--- config.mk ---
export PLATFORM = sky130hd
export DESIGN_NAME = pvb_top
export DESIGN_NICKNAME = d
export VERILOG_FILES = /design/src/pvb_pkg.sv /design/src/pvb_sync.sv /design/src/pvb_top.sv
export VERILOG_INCLUDE_DIRS = /design/src
export SDC_FILE = /design/constraint.sdc
export NUM_CORES = 1
export LEC_CHECK = 0
export CAP_MARGIN = 15
export CELL_PAD_IN_SITES_DETAIL_PLACEMENT = 1
export CELL_PAD_IN_SITES_GLOBAL_PLACEMENT = 1
export CORE_MARGIN = 1
export CORE_UTILIZATION = 51
export DETAILED_ROUTE_END_ITERATION = 12
export DONT_BUFFER_PORTS = 1
export PLACE_DENSITY_LB_ADDON = 0.15
export SYNTH_ARGS = -nofsm -noshare
export SYNTH_HDL_FRONTEND = slang
export SYNTH_SLANG_ARGS = --single-unit
--- constraint.sdc ---
create_clock -name pclk -period 3.56 [get_ports pclk]
set_input_delay 0.534 -clock pclk [delete_from_list [all_inputs] [get_ports pclk]]
set_output_delay 0.534 -clock pclk [all_outputs]
set_load 0.005 [all_outputs]
--- src/pvb_defs.svh ---
// constants for the print video band controller: offsets, fields, resets, sizes
//
// Operation
// RULE1: five event flags: band begin, page end, video, band and address errors.
// RULE2: after any error the controller needs a soft reset to recover; the code halts only on an address error.
// RULE3: busy flag stays high while a print operation executes.
// RULE4: software loads the control block only while block-full is clear.
// RULE5: at page start, band begin is posted once frame sync arrives.
// RULE6: a mid-page band posts band begin at its first memory read.
// RULE7: page end is posted right after the last word of a page is fetched.
// RULE8: band underrun when a continued band ends with no next address loaded.
// RULE9: video underrun when the engine wants dots faster than fetches deliver.
// RULE10: illegal fetch address sets a flag and halts until soft reset.
// RULE11: address write sets full and busy; full clears once video starts.
// RULE12: sequencer waits frame sync, posts begin, then waits line sync.
// RULE13: line syncs count vertical margin, then dots count horizontal margin.
// RULE14: sixteen-bit shift register, one bit per dot, reloaded when empty.
// RULE15: each dot decrements width; at zero height decrements, next line waits.
// RULE16: fetching stops when height and width are done; busy then clears.
// RULE17: at end post page end and idle, or end-of-band idle if continued.
// RULE18: synchronous mode uses the engine clock directly, on the selected edge.
// RULE19: a synchronous engine gives a free-running dot clock and aligned line sync.
// RULE20: asynchronous mode input clock runs 4 to 32 times the dot rate.
// RULE21: asynchronous dot clock realigns on every line sync, one dot delay; the code realigns only while the sequencer is not in S_IDLE.
// RULE22: reset selects synchronous mode; source changes need a soft reset.
// RULE23: software sets the continuation bit for every band but the last.
`ifndef PVB_DEFS_SVH
`define PVB_DEFS_SVH
`define PVB_OFF_CTRL 8'h00
`define PVB_OFF_VMAR 8'h04
`define PVB_OFF_HMAR 8'h08
`define PVB_OFF_HGT 8'h0c
`define PVB_OFF_WID 8'h10
`define PVB_OFF_BCTL 8'h14
`define PVB_OFF_ADDR 8'h18
`define PVB_OFF_EVT 8'h1c
`define PVB_OFF_SRST 8'h20
`define PVB_EV_BEG 0
`define PVB_EV_END 1
`define PVB_EV_VUN 2
`define PVB_EV_BUN 3
`define PVB_EV_BAD 4
`define PVB_ST_FULL 8
`define PVB_ST_BUSY 9
`define PVB_CTRL_RST 6'h00
`define PVB_MEM_LIMIT 20'h80000
`define PVB_FIFO_DEPTH 4'h4
`define PVB_WORD_BITS 5'h10
`endif

--- src/pvb_pkg.sv ---
// types shared by the print video band controller
package pvb_pkg;
    typedef enum logic [2:0] {S_IDLE, S_FRAME, S_LINE, S_HMAR, S_ACT, S_BAND, S_HALT} pvb_state_t;
    typedef struct packed {
        logic [15:0] vmargin;
        logic [15:0] hmargin;
        logic [15:0] height;
        logic [15:0] width;
        logic [23:0] addr;
        logic band;
    } pvb_blk_t;
    typedef struct packed {
        logic [2:0] mult;
        logic pout;
        logic edge_sel;
        logic src;
    } pvb_ctrl_t;
    typedef struct packed {
        logic req;
        logic [19:0] addr;
    } pvb_memreq_t;
    typedef struct packed {
        logic ack;
        logic err;
        logic [15:0] data;
    } pvb_memrsp_t;
endpackage : pvb_pkg

--- src/pvb_sync.sv ---
// two-flop synchroniser for engine pins
`timescale 1ns/1ps
module pvb_sync #(parameter int W = 3) (
    input wire logic clk,
    input wire logic rst_n,
    input wire logic [W-1:0] d,
    output logic [W-1:0] q
);
    logic [W-1:0] meta;
    // first stage feeds only the second
    always_ff @(posedge clk or negedge rst_n) begin
        if (!rst_n) begin
            meta <= '0;
            q <= '0;
        end else begin
            meta <= d;
            q <= meta;
        end
    end
endmodule : pvb_sync

--- src/pvb_top.sv ---
// print video band controller: apb registers, image fetch, fifo, video sequencer
`timescale 1ns/1ps
`include "pvb_defs.svh"
module pvb_top (
    input wire logic pclk,
    input wire logic presetn,
    input wire logic psel,
    input wire logic penable,
    input wire logic pwrite,
    input wire logic [7:0] paddr,
    input wire logic [31:0] pwdata,
    output logic [31:0] prdata,
    output logic pready,
    output logic pslverr,
    output pvb_pkg::pvb_memreq_t mem_cmd,
    input wire pvb_pkg::pvb_memrsp_t mem_rsp,
    input wire logic frame_sync_in,
    input wire logic line_sync_in,
    input wire logic engine_dot_clock_in,
    output logic video_out,
    output logic print_out
);
    import pvb_pkg::*;

    pvb_ctrl_t video_control_reg;
    pvb_blk_t stg;
    pvb_blk_t act;
    pvb_state_t st;
    logic [4:0] video_event_status;
    logic control_block_full_flag;
    logic video_busy_flag;
    logic soft_rst;
    logic [2:0] pin_q;
    logic [2:0] pin_prev;
    logic frame_rise;
    logic line_rise;
    logic clk_rise;
    logic clk_fall;
    logic dot_tick;
    logic [5:0] dcnt;
    logic [5:0] mult;
    logic access;
    logic wr;
    logic take;
    logic [15:0] fifo_mem [0:3];
    logic [2:0] wr_ptr;
    logic [2:0] rd_ptr;
    logic [2:0] fcount;
    logic fifo_empty;
    logic fetch_on;
    logic [19:0] faddr;
    logic [12:0] fwords;
    logic [15:0] flines;
    logic first_fetch;
    logic f_beg;
    logic f_end;
    logic f_bun;
    logic f_bad;
    logic f_done;
    logic seq_beg;
    logic seq_vun;
    logic [15:0] vm_cnt;
    logic [15:0] hm_cnt;
    logic [15:0] wcnt;
    logic [15:0] lines;
    logic [15:0] sh_reg;
    logic [4:0] sh_cnt;
    logic [16:0] wsum;
    logic [12:0] wpl;

    // words fetched per scanline, rounded up
    assign wsum = {1'b0, act.width} + 17'h0000f;
    assign wpl = wsum[16:4];
    assign fcount = wr_ptr - rd_ptr;
    assign fifo_empty = (fcount == 3'h0);
    assign access = psel && penable && pready;
    assign wr = access && pwrite;
    assign take = control_block_full_flag && !fetch_on && (st == S_IDLE || st == S_BAND);

    // engine pins cross into pclk
    pvb_sync #(.W(3)) u_sync (
        .clk(pclk),
        .rst_n(presetn),
        .d({engine_dot_clock_in, line_sync_in, frame_sync_in}),
        .q(pin_q)
    );

    // edge detection on synchronised pins, active high
    always_ff @(posedge pclk or negedge presetn) begin
        if (!presetn) begin
            pin_prev <= 3'h0;
        end else begin
            pin_prev <= pin_q;
        end
    end
    assign frame_rise = pin_q[0] && !pin_prev[0];
    assign line_rise = pin_q[1] && !pin_prev[1];
    assign clk_rise = pin_q[2] && !pin_prev[2];
    assign clk_fall = !pin_q[2] && pin_prev[2];

    // input clock multiple in asynchronous mode
    always_comb begin
        case (video_control_reg.mult)
            3'h0: mult = 6'h04;
            3'h1: mult = 6'h08;
            3'h2: mult = 6'h0c;
            3'h3: mult = 6'h10;
            3'h4: mult = 6'h18;
            default: mult = 6'h20; // RULE20
        endcase
    end

    // dot enable: engine clock edge, or divided clock realigned on line sync
    always_ff @(posedge pclk or negedge presetn) begin
        if (!presetn) begin
            dcnt <= 6'h00;
            dot_tick <= 1'b0;
        end else begin
            dot_tick <= 1'b0;
            if (!video_control_reg.src) begin
                dot_tick <= video_control_reg.edge_sel ? clk_rise : clk_fall; // RULE18 RULE19
                dcnt <= 6'h00;
            end else if (line_rise && st != S_IDLE) begin
                dcnt <= 6'h00; // RULE21
            end else if (clk_rise) begin
                if (dcnt == mult - 6'h01) begin
                    dcnt <= 6'h00;
                    dot_tick <= 1'b1;
                end else begin
                    dcnt <= dcnt + 6'h01;
                end
            end
        end
    end

    // apb answer: ready in the access phase, unmapped addresses flag an error
    always_ff @(posedge pclk or negedge presetn) begin
        if (!presetn) begin
            pready <= 1'b0;
            pslverr <= 1'b0;
            prdata <= 32'h00000000;
        end else begin
            pready <= psel && !penable;
            pslverr <= psel && !penable && (paddr > `PVB_OFF_SRST || paddr[1:0] != 2'h0);
            prdata <= 32'h00000000;
            if (psel && !penable && !pwrite) begin
                case (paddr)
                    `PVB_OFF_CTRL: prdata <= {26'h0, video_control_reg};
                    `PVB_OFF_VMAR: prdata <= {16'h0, stg.vmargin};
                    `PVB_OFF_HMAR: prdata <= {16'h0, stg.hmargin};
                    `PVB_OFF_HGT: prdata <= {16'h0, stg.height};
                    `PVB_OFF_WID: prdata <= {16'h0, stg.width};
                    `PVB_OFF_BCTL: prdata <= {31'h0, stg.band};
                    `PVB_OFF_ADDR: prdata <= {8'h0, stg.addr};
                    `PVB_OFF_EVT: prdata <= {22'h0, video_busy_flag, control_block_full_flag,
                        3'h0, video_event_status};
                    default: prdata <= 32'h00000000;
                endcase
            end
        end
    end

    // control register and staged control block; soft reset pulse
    always_ff @(posedge pclk or negedge presetn) begin
        if (!presetn) begin
            video_control_reg <= `PVB_CTRL_RST; // RULE22
            stg <= '0;
            soft_rst <= 1'b0;
        end else begin
            soft_rst <= wr && paddr == `PVB_OFF_SRST && pwdata[0]; // RULE2 RULE22
            if (wr) begin
                case (paddr)
                    `PVB_OFF_CTRL: video_control_reg <= pwdata[5:0];
                    `PVB_OFF_VMAR: stg.vmargin <= pwdata[15:0]; // RULE4
                    `PVB_OFF_HMAR: stg.hmargin <= pwdata[15:0];
                    `PVB_OFF_HGT: stg.height <= pwdata[15:0];
                    `PVB_OFF_WID: stg.width <= pwdata[15:0];
                    `PVB_OFF_BCTL: stg.band <= pwdata[0]; // RULE23
                    `PVB_OFF_ADDR: stg.addr <= pwdata[23:0];
                    default: stg <= stg;
                endcase
            end
        end
    end
    always_ff @(posedge pclk or negedge presetn) begin
        if (!presetn) begin
            print_out <= 1'b0;
        end else begin
            print_out <= video_control_reg.pout;
        end
    end

    // active control block taken from the staged copy when the sequencer is free
    always_ff @(posedge pclk or negedge presetn) begin
        if (!presetn) begin
            act <= '0;
        end else if (take) begin
            act <= stg;
        end
    end

    // block-full and busy flags
    always_ff @(posedge pclk or negedge presetn) begin
        if (!presetn) begin
            control_block_full_flag <= 1'b0;
            video_busy_flag <= 1'b0;
        end else if (soft_rst) begin
            control_block_full_flag <= 1'b0;
            video_busy_flag <= 1'b0;
        end else if (wr && paddr == `PVB_OFF_ADDR) begin
            control_block_full_flag <= 1'b1; // RULE11
            video_busy_flag <= 1'b1; // RULE3
        end else begin
            if (take) begin
                control_block_full_flag <= 1'b0; // RULE11
            end
            if (f_done && !control_block_full_flag) begin
                video_busy_flag <= 1'b0; // RULE16
            end
        end
    end

    // event flags: write one to clear, a new event wins over the clear
    always_ff @(posedge pclk or negedge presetn) begin
        if (!presetn) begin
            video_event_status <= 5'h00;
        end else begin
            video_event_status <= (video_event_status &
                ~((wr && paddr == `PVB_OFF_EVT) ? pwdata[4:0] : 5'h00)) |
                {f_bad, f_bun, seq_vun, f_end, seq_beg | f_beg}; // RULE1
        end
    end

    // image fetch: one word outstanding, fifo filled while room remains
    always_ff @(posedge pclk or negedge presetn) begin
        if (!presetn) begin
            mem_cmd <= '0;
            fetch_on <= 1'b0;
            faddr <= 20'h00000;
            fwords <= 13'h0000;
            flines <= 16'h0000;
            first_fetch <= 1'b0;
            wr_ptr <= 3'h0;
            f_beg <= 1'b0;
            f_end <= 1'b0;
            f_bun <= 1'b0;
            f_bad <= 1'b0;
            f_done <= 1'b0;
        end else begin
            f_beg <= 1'b0;
            f_end <= 1'b0;
            f_bun <= 1'b0;
            f_bad <= 1'b0;
            f_done <= 1'b0;
            if (soft_rst) begin
                mem_cmd <= '0;
                fetch_on <= 1'b0;
                wr_ptr <= 3'h0;
            end else if (take) begin
                fetch_on <= stg.height != 16'h0000 && stg.width != 16'h0000;
                f_done <= stg.height == 16'h0000 || stg.width == 16'h0000;
                faddr <= stg.addr[23:4];
                fwords <= 13'h0000;
                flines <= stg.height;
                first_fetch <= st == S_BAND;
                wr_ptr <= rd_ptr;
            end else if (fetch_on && st != S_HALT) begin
                if (fwords == 13'h0000) begin
                    fwords <= wpl;
                end else if (!mem_cmd.req) begin
                    if (faddr >= `PVB_MEM_LIMIT) begin
                        f_bad <= 1'b1; // RULE10
                        fetch_on <= 1'b0;
                    end else if ({1'b0, fcount} < `PVB_FIFO_DEPTH) begin
                        mem_cmd.req <= 1'b1;
                        mem_cmd.addr <= faddr;
                    end
                end else if (mem_rsp.ack) begin
                    mem_cmd.req <= 1'b0;
                    if (mem_rsp.err) begin
                        f_bad <= 1'b1; // RULE10
                        fetch_on <= 1'b0;
                    end else begin
                        fifo_mem[wr_ptr[1:0]] <= mem_rsp.data;
                        wr_ptr <= wr_ptr + 3'h1;
                        faddr <= faddr + 20'h00001;
                        first_fetch <= 1'b0;
                        f_beg <= first_fetch; // RULE6
                        if (fwords == 13'h0001 && flines == 16'h0001) begin
                            fetch_on <= 1'b0; // RULE16
                            f_done <= 1'b1;
                            f_end <= !act.band; // RULE7
                            f_bun <= act.band && !control_block_full_flag; // RULE8
                        end else if (fwords == 13'h0001) begin
                            flines <= flines - 16'h0001;
                            fwords <= wpl;
                        end else begin
                            fwords <= fwords - 13'h0001;
                        end
                    end
                end
            end
        end
    end

    // video sequencer: syncs, margins, shifting, width and height counts
    always_ff @(posedge pclk or negedge presetn) begin
        if (!presetn) begin
            st <= S_IDLE;
            vm_cnt <= 16'h0000;
            hm_cnt <= 16'h0000;
            wcnt <= 16'h0000;
            lines <= 16'h0000;
            sh_reg <= 16'h0000;
            sh_cnt <= 5'h00;
            rd_ptr <= 3'h0;
            video_out <= 1'b0;
            seq_beg <= 1'b0;
            seq_vun <= 1'b0;
        end else begin
            seq_beg <= 1'b0;
            seq_vun <= 1'b0;
            if (soft_rst) begin
                st <= S_IDLE; // RULE2
                rd_ptr <= 3'h0;
                sh_cnt <= 5'h00;
                video_out <= 1'b0;
            end else if (f_bad) begin
                st <= S_HALT; // RULE10
                video_out <= 1'b0;
            end else begin
                case (st)
                    S_IDLE, S_BAND: begin
                        if (take) begin
                            vm_cnt <= (st == S_BAND) ? 16'h0000 : stg.vmargin;
                            lines <= stg.height;
                            st <= (st == S_BAND) ? S_LINE : S_FRAME;
                        end
                    end
                    S_FRAME: begin
                        if (frame_rise) begin
                            seq_beg <= 1'b1; // RULE5 RULE12
                            st <= S_LINE;
                        end
                    end
                    S_LINE: begin
                        if (line_rise) begin
                            if (vm_cnt != 16'h0000) begin
                                vm_cnt <= vm_cnt - 16'h0001; // RULE13
                            end else begin
                                hm_cnt <= act.hmargin;
                                wcnt <= act.width;
                                sh_cnt <= 5'h00;
                                st <= (act.hmargin == 16'h0000) ? S_ACT : S_HMAR; // RULE21
                            end
                        end
                    end
                    S_HMAR: begin
                        if (dot_tick) begin
                            hm_cnt <= hm_cnt - 16'h0001; // RULE13
                            if (hm_cnt == 16'h0001) begin
                                st <= S_ACT;
                            end
                        end
                    end
                    S_ACT: begin
                        if (dot_tick) begin
                            if (wcnt == 16'h0000) begin
                                video_out <= 1'b0;
                                if (lines <= 16'h0001) begin
                                    st <= act.band ? S_BAND : S_IDLE; // RULE17
                                end else begin
                                    lines <= lines - 16'h0001; // RULE15
                                    st <= S_LINE;
                                end
                            end else begin
                                wcnt <= wcnt - 16'h0001; // RULE15
                                if (sh_cnt == 5'h00) begin
                                    sh_cnt <= `PVB_WORD_BITS - 5'h01; // RULE14
                                    if (fifo_empty) begin
                                        seq_vun <= 1'b1; // RULE9
                                        video_out <= 1'b0;
                                        sh_reg <= 16'h0000;
                                    end else begin
                                        video_out <= fifo_mem[rd_ptr[1:0]][15];
                                        sh_reg <= {fifo_mem[rd_ptr[1:0]][14:0], 1'b0};
                                        rd_ptr <= rd_ptr + 3'h1;
                                    end
                                end else begin
                                    video_out <= sh_reg[15]; // RULE14
                                    sh_reg <= {sh_reg[14:0], 1'b0};
                                    sh_cnt <= sh_cnt - 5'h01;
                                end
                            end
                        end
                    end
                    S_HALT: st <= S_HALT;
                    default: st <= S_IDLE;
                endcase
            end
        end
    end

    property p_start_flags;
        @(posedge pclk) disable iff (!presetn)
        wr && paddr == `PVB_OFF_ADDR && !soft_rst |=> control_block_full_flag && video_busy_flag;
    endproperty
    a_start_flags: assert property (p_start_flags) else $error("start did not set flags"); // RULE11

    property p_take_clears;
        @(posedge pclk) disable iff (!presetn)
        take && !wr |=> !control_block_full_flag ##0 st != S_IDLE || !$past(st == S_IDLE);
    endproperty
    a_take_clears: assert property (p_take_clears) else $error("full not cleared on start"); // RULE11

    property p_frame_begin;
        @(posedge pclk) disable iff (!presetn || soft_rst)
        st == S_FRAME && frame_rise && !f_bad |=> st == S_LINE ##1 video_event_status[`PVB_EV_BEG];
    endproperty
    a_frame_begin: assert property (p_frame_begin) else $error("begin not posted"); // RULE5

    property p_halt;
        @(posedge pclk) disable iff (!presetn)
        f_bad && !soft_rst |=> st == S_HALT && video_event_status[`PVB_EV_BAD];
    endproperty
    a_halt: assert property (p_halt) else $error("address error did not halt"); // RULE10

    property p_underrun;
        @(posedge pclk) disable iff (!presetn || soft_rst || f_bad)
        st == S_ACT && dot_tick && wcnt != 16'h0000 && sh_cnt == 5'h00 && fifo_empty
        |=> ##1 video_event_status[`PVB_EV_VUN];
    endproperty
    a_underrun: assert property (p_underrun) else $error("video underrun missed"); // RULE9

    property p_shift;
        @(posedge pclk) disable iff (!presetn || soft_rst || f_bad)
        st == S_ACT && dot_tick && wcnt != 16'h0000 && sh_cnt != 5'h00
        |=> video_out == $past(sh_reg[15]) && sh_cnt == $past(sh_cnt) - 5'h01;
    endproperty
    a_shift: assert property (p_shift) else $error("shift out wrong"); // RULE14

    property p_sync_tick;
        @(posedge pclk) disable iff (!presetn)
        !video_control_reg.src && video_control_reg.edge_sel && clk_rise |=> dot_tick;
    endproperty
    a_sync_tick: assert property (p_sync_tick) else $error("engine edge not used"); // RULE18

    property p_vmargin;
        @(posedge pclk) disable iff (!presetn || soft_rst || f_bad)
        st == S_LINE && line_rise && vm_cnt != 16'h0000
        |=> st == S_LINE && vm_cnt == $past(vm_cnt) - 16'h0001;
    endproperty
    a_vmargin: assert property (p_vmargin) else $error("vertical margin not counted"); // RULE13

    property p_page_end;
        @(posedge pclk) disable iff (!presetn)
        f_done && !act.band && !$past(take) |=> video_event_status[`PVB_EV_END];
    endproperty
    a_page_end: assert property (p_page_end) else $error("page end missing"); // RULE7
endmodule : pvb_top

==> metrics.md <==
| Metric | Value |
|---|---|
| Vias in the first global route | 16,570 |
| Area growth from synthesis to final layout | 11.05% |
| TNS Setup | 0 ps |
| DR iter-0 viols | 1,169 |
| Root buf cell | clkbuf_16 |
| Routed vias | 15,750 |
| Asr flop ratio synth | 84.62% |
| Post-detailed-route wirelength per cell | roughly 24 um |
| Max Transition Viols Final | 0 |
| Pre-CTS WS | 570.1 ps |
| Grt total ovfl | 0 |
| Max_cap viols | 0 |
| Synthesized instance count | 1,953 |
| Failing checks | hold timing |
| DRT Wirelength | 59.93 mm |
| RSZ-0062 raised after global routing | no |
| Biggest register | stg |
| Final net count | 2,024 |
| First-pass GRT wire length | about 95 mm |
| Top FF cell, synth | dfrtp_1 |
| Initial Util | 52.17% |
| Crit Path Class | reg2reg |
| Max reg flops | 89 |
| H-Tree Depth | 2 |
| DRC errors left | 0 |
| EDFF count, synth | 64 |
| Final GP Congestion | 0.9216 |
| Post-CTS Hold Buffers | 4 |
| Max-slew headroom | 36.90% |
| Critical Path Start Type | flip-flop |
| Critical Path Fanout Max | 20 |
| Die X | 201.8 um |
| Area of the die | 40,710 um^2 |
| Std-Cell Rows | 72 |
| Register area share after synthesis | about 53% |
| Peak VDD IR | between 0.5 and 0.6 mV |
| Placed insts | around 2,400 |
| Clock Skews | 19.66 ps |
| CTS sink cnt | 416 |
| CTS buffer count | 45 |
| Antenna violations before repair | 4 |
| Crit path from | vm_cnt[0] |
| DR pass1 iterations | 8 |
| CP arrival | around 3400 ps |
| Worst skew pair latency | 580 ps |
| Num ports | 123 |
| Distinct cells, synth | between 90 and 100 |
| Longest Clk Path Bufs | 3 |
| Worst slew pin tran | around 940 ps |
| CTS tree | done |
| CORE AREA | 39,010 um^2 |
| Worst reg-to-reg setup slack | approximately 550 ps |
| Pwr per Cell Area | 682.1 nW/um^2 |
| Clock Pin Slew Worst Setup and Hold Paths | 60 ps |
| Layout Cells excl Fill | 2,493 |
| Period minus WS final | approximately 3000 ps |
| CP required | slightly below 4000 ps |
| Largest net degree at the start of global routing | 357 |
| R2r startpoint | vm_cnt[0] |
| Period utilization | 84.63% |
| Mapped Area | slightly above 20,000 um^2 |
| HPWL after DPL | 40.50 mm |
| Layout cell share with drive strength beyond 1 | between 15 and 20% |
| Synth Warn # | 0 |
| Via-to-Cell Ratio | 6.316 |
| # setup viols final | 0 |
| Final hold vios | 352 |
| Max Fclk | 331.9 MHz |
| Leakage | a little under 0.01 uW |
| Fin Hold WS | -349.6 ps |
| Worst Hold Class | in2async |
| Setup slack after layout | 547.2 ps |
| Status | complete, but fails checks |
| Post-synthesis sequential element count | 416 |
| Fillers | 4,128 |
| CP Capture Type | flip-flop |
| Antenna Violating Nets Remaining | 0 |
| Chip height | 201.8 um |
| Total GRT Usage | 30.01% |
| Mean Syn Cell Area | ~10 um^2 |
| IO buf count | 0 |
power breakdown:
part,total [uW],switching [uW],internal (uW)
Sequential,5820,507,5310
Clock,5270,2040,3230
Combinational,4320,2700,1620
Total,15400,5250,10200
layout by cell type, fill, tap and decap left out, types with 10 or more instances in the layout:
cell type  instances
inv_1             46
and3_1            26
a31oi_1           17
o21ai_1           16
o22a_1            24
a222oi_1          10
mux4_2            17
nand3_1           47
clkbuf_16         47
edfxtp_1          64
nor2_1           174
mux2i_1           33
a21oi_1          158
o2bb2ai_1         18
nor3_1            41
nor4_1            40
xor2_1            12
nand2_1          201
a22oi_1           30
nor3b_1           23
dfrtp_1          351
o22ai_1           16
mux2_2            98
nand2b_1          23
o21ai_0          117
nor2b_1           11
clkinv_2          10
buf_4             47
ha_1              22
nand4_1           19
repair_timing:
| action | 4_1_cts | 5_1_grt |
|---|---|---|
| endpoints found under the hold margin | 356 | 352 |
| resized for setup | 0 | 0 |
| buffers inserted | 0 | 0 |
metrics by stage:
| stage | hold slack (ps) | total power (uW) | instance area, um^2 | utilization (%) |
|---|---|---|---|---|
| CTS | -372.5 | 15470 | 22590 | 57.90 |
| finish | -349.6 | 15420 | 22600 | 57.94 |
| global route | -367.8 | 16190 | 22590 | 57.92 |
| global placement | 246.6 | 9933 | 20860 | 53.48 |
| floorplan | 238.4 | 9099 | 20380 | - |
| detailed placement | 247.6 | 10140 | 20870 | 53.50 |
area by class of cell:
cell class	instances	area (um^2)	share of cell area [%]
multi-input combinational	1375	8950	39.60
inverter	46	172.7	0.7640
clock buffer	55	1286	5.691
tap	518	648.1	2.868
antenna	2	5.005	0.02215
sequential	416	10730	47.49
timing repair buffer	52	412.9	1.827
clock inverter	29	392.9	1.738
final timing paths:
check,to,depth (start not counted)
max,wcnt[3],8
min,dcnt[2],0
max reg2reg,wcnt[3],8
min reg2reg,u_sync.q[0],0
max in group asynchronous,soft_rst,0
min in group pclk,fifo_mem[0][10],0
Yosys cell counts, drive strengths merged (5+ instances only):
library cell | count | area share (%)
dfrtp | 352 | 43
o211ai | 6 | 0.25
xnor2 | 8 | 0.34
and3 | 26 | 0.80
a21oi | 160 | 4.0
or3 | 11 | 0.36
or3b | 5 | 0.22
inv | 46 | 0.85
a211oi | 10 | 0.47
a32oi | 7 | 0.30
or4 | 13 | 0.55
xor2 | 12 | 0.52
nand2b | 23 | 0.71
mux4 | 17 | 1.9
a41oi | 5 | 0.22
nor3 | 45 | 1.2
nor3b | 27 | 1.1
a2bb2oi | 6 | 0.29
a22oi | 30 | 1.1
nand3b | 5 | 0.20
nand4 | 19 | 0.58
nor4 | 46 | 1.6
nand2 | 202 | 3.7
o22a | 24 | 1.0
nor2b | 11 | 0.34
o2bb2ai | 18 | 0.77
o21ai | 134 | 3.3
mux2i | 33 | 1.6
a222oi | 10 | 0.49
o22ai | 17 | 0.55
mux2 | 98 | 5.4
edfxtp | 64 | 9.4
ha | 22 | 1.4
clkbuf | 74 | 1.4
a21o | 8 | 0.30
nor2 | 175 | 3.2
a31oi | 17 | 0.52
nand3 | 49 | 1.3
or2 | 7 | 0.22
buf | 49 | 1.3
and2 | 6 | 0.18
layer usage:
metal  GRT usage, %  wire length, um
met1          39.49            25090
met2          48.67            28670
met3          4.616             3356
met4          14.56             2800
met5              0                8
cells by family after synthesis:
logic type      count (synthesis)  synth area share, %
other cells                     1              0.01843
simple gates                  682                17.02
xor+xnor                       20               0.8608
fa+ha+maj                      22                1.353
flops                         416                52.73
mux                           148                8.927
buf+inv                       169                3.541
compound gates                495                15.56
worst max-delay path: stages (launching register included):
cell and delay, ps:
dfrtp_1 390, inv_1 120, ha_1 190, or3b_1 480, nor4_4 480, nand3_4 240
a211o_1 620, o21ai_0 260, o21ai_1 90
Power figures use the tool's default switching activity.
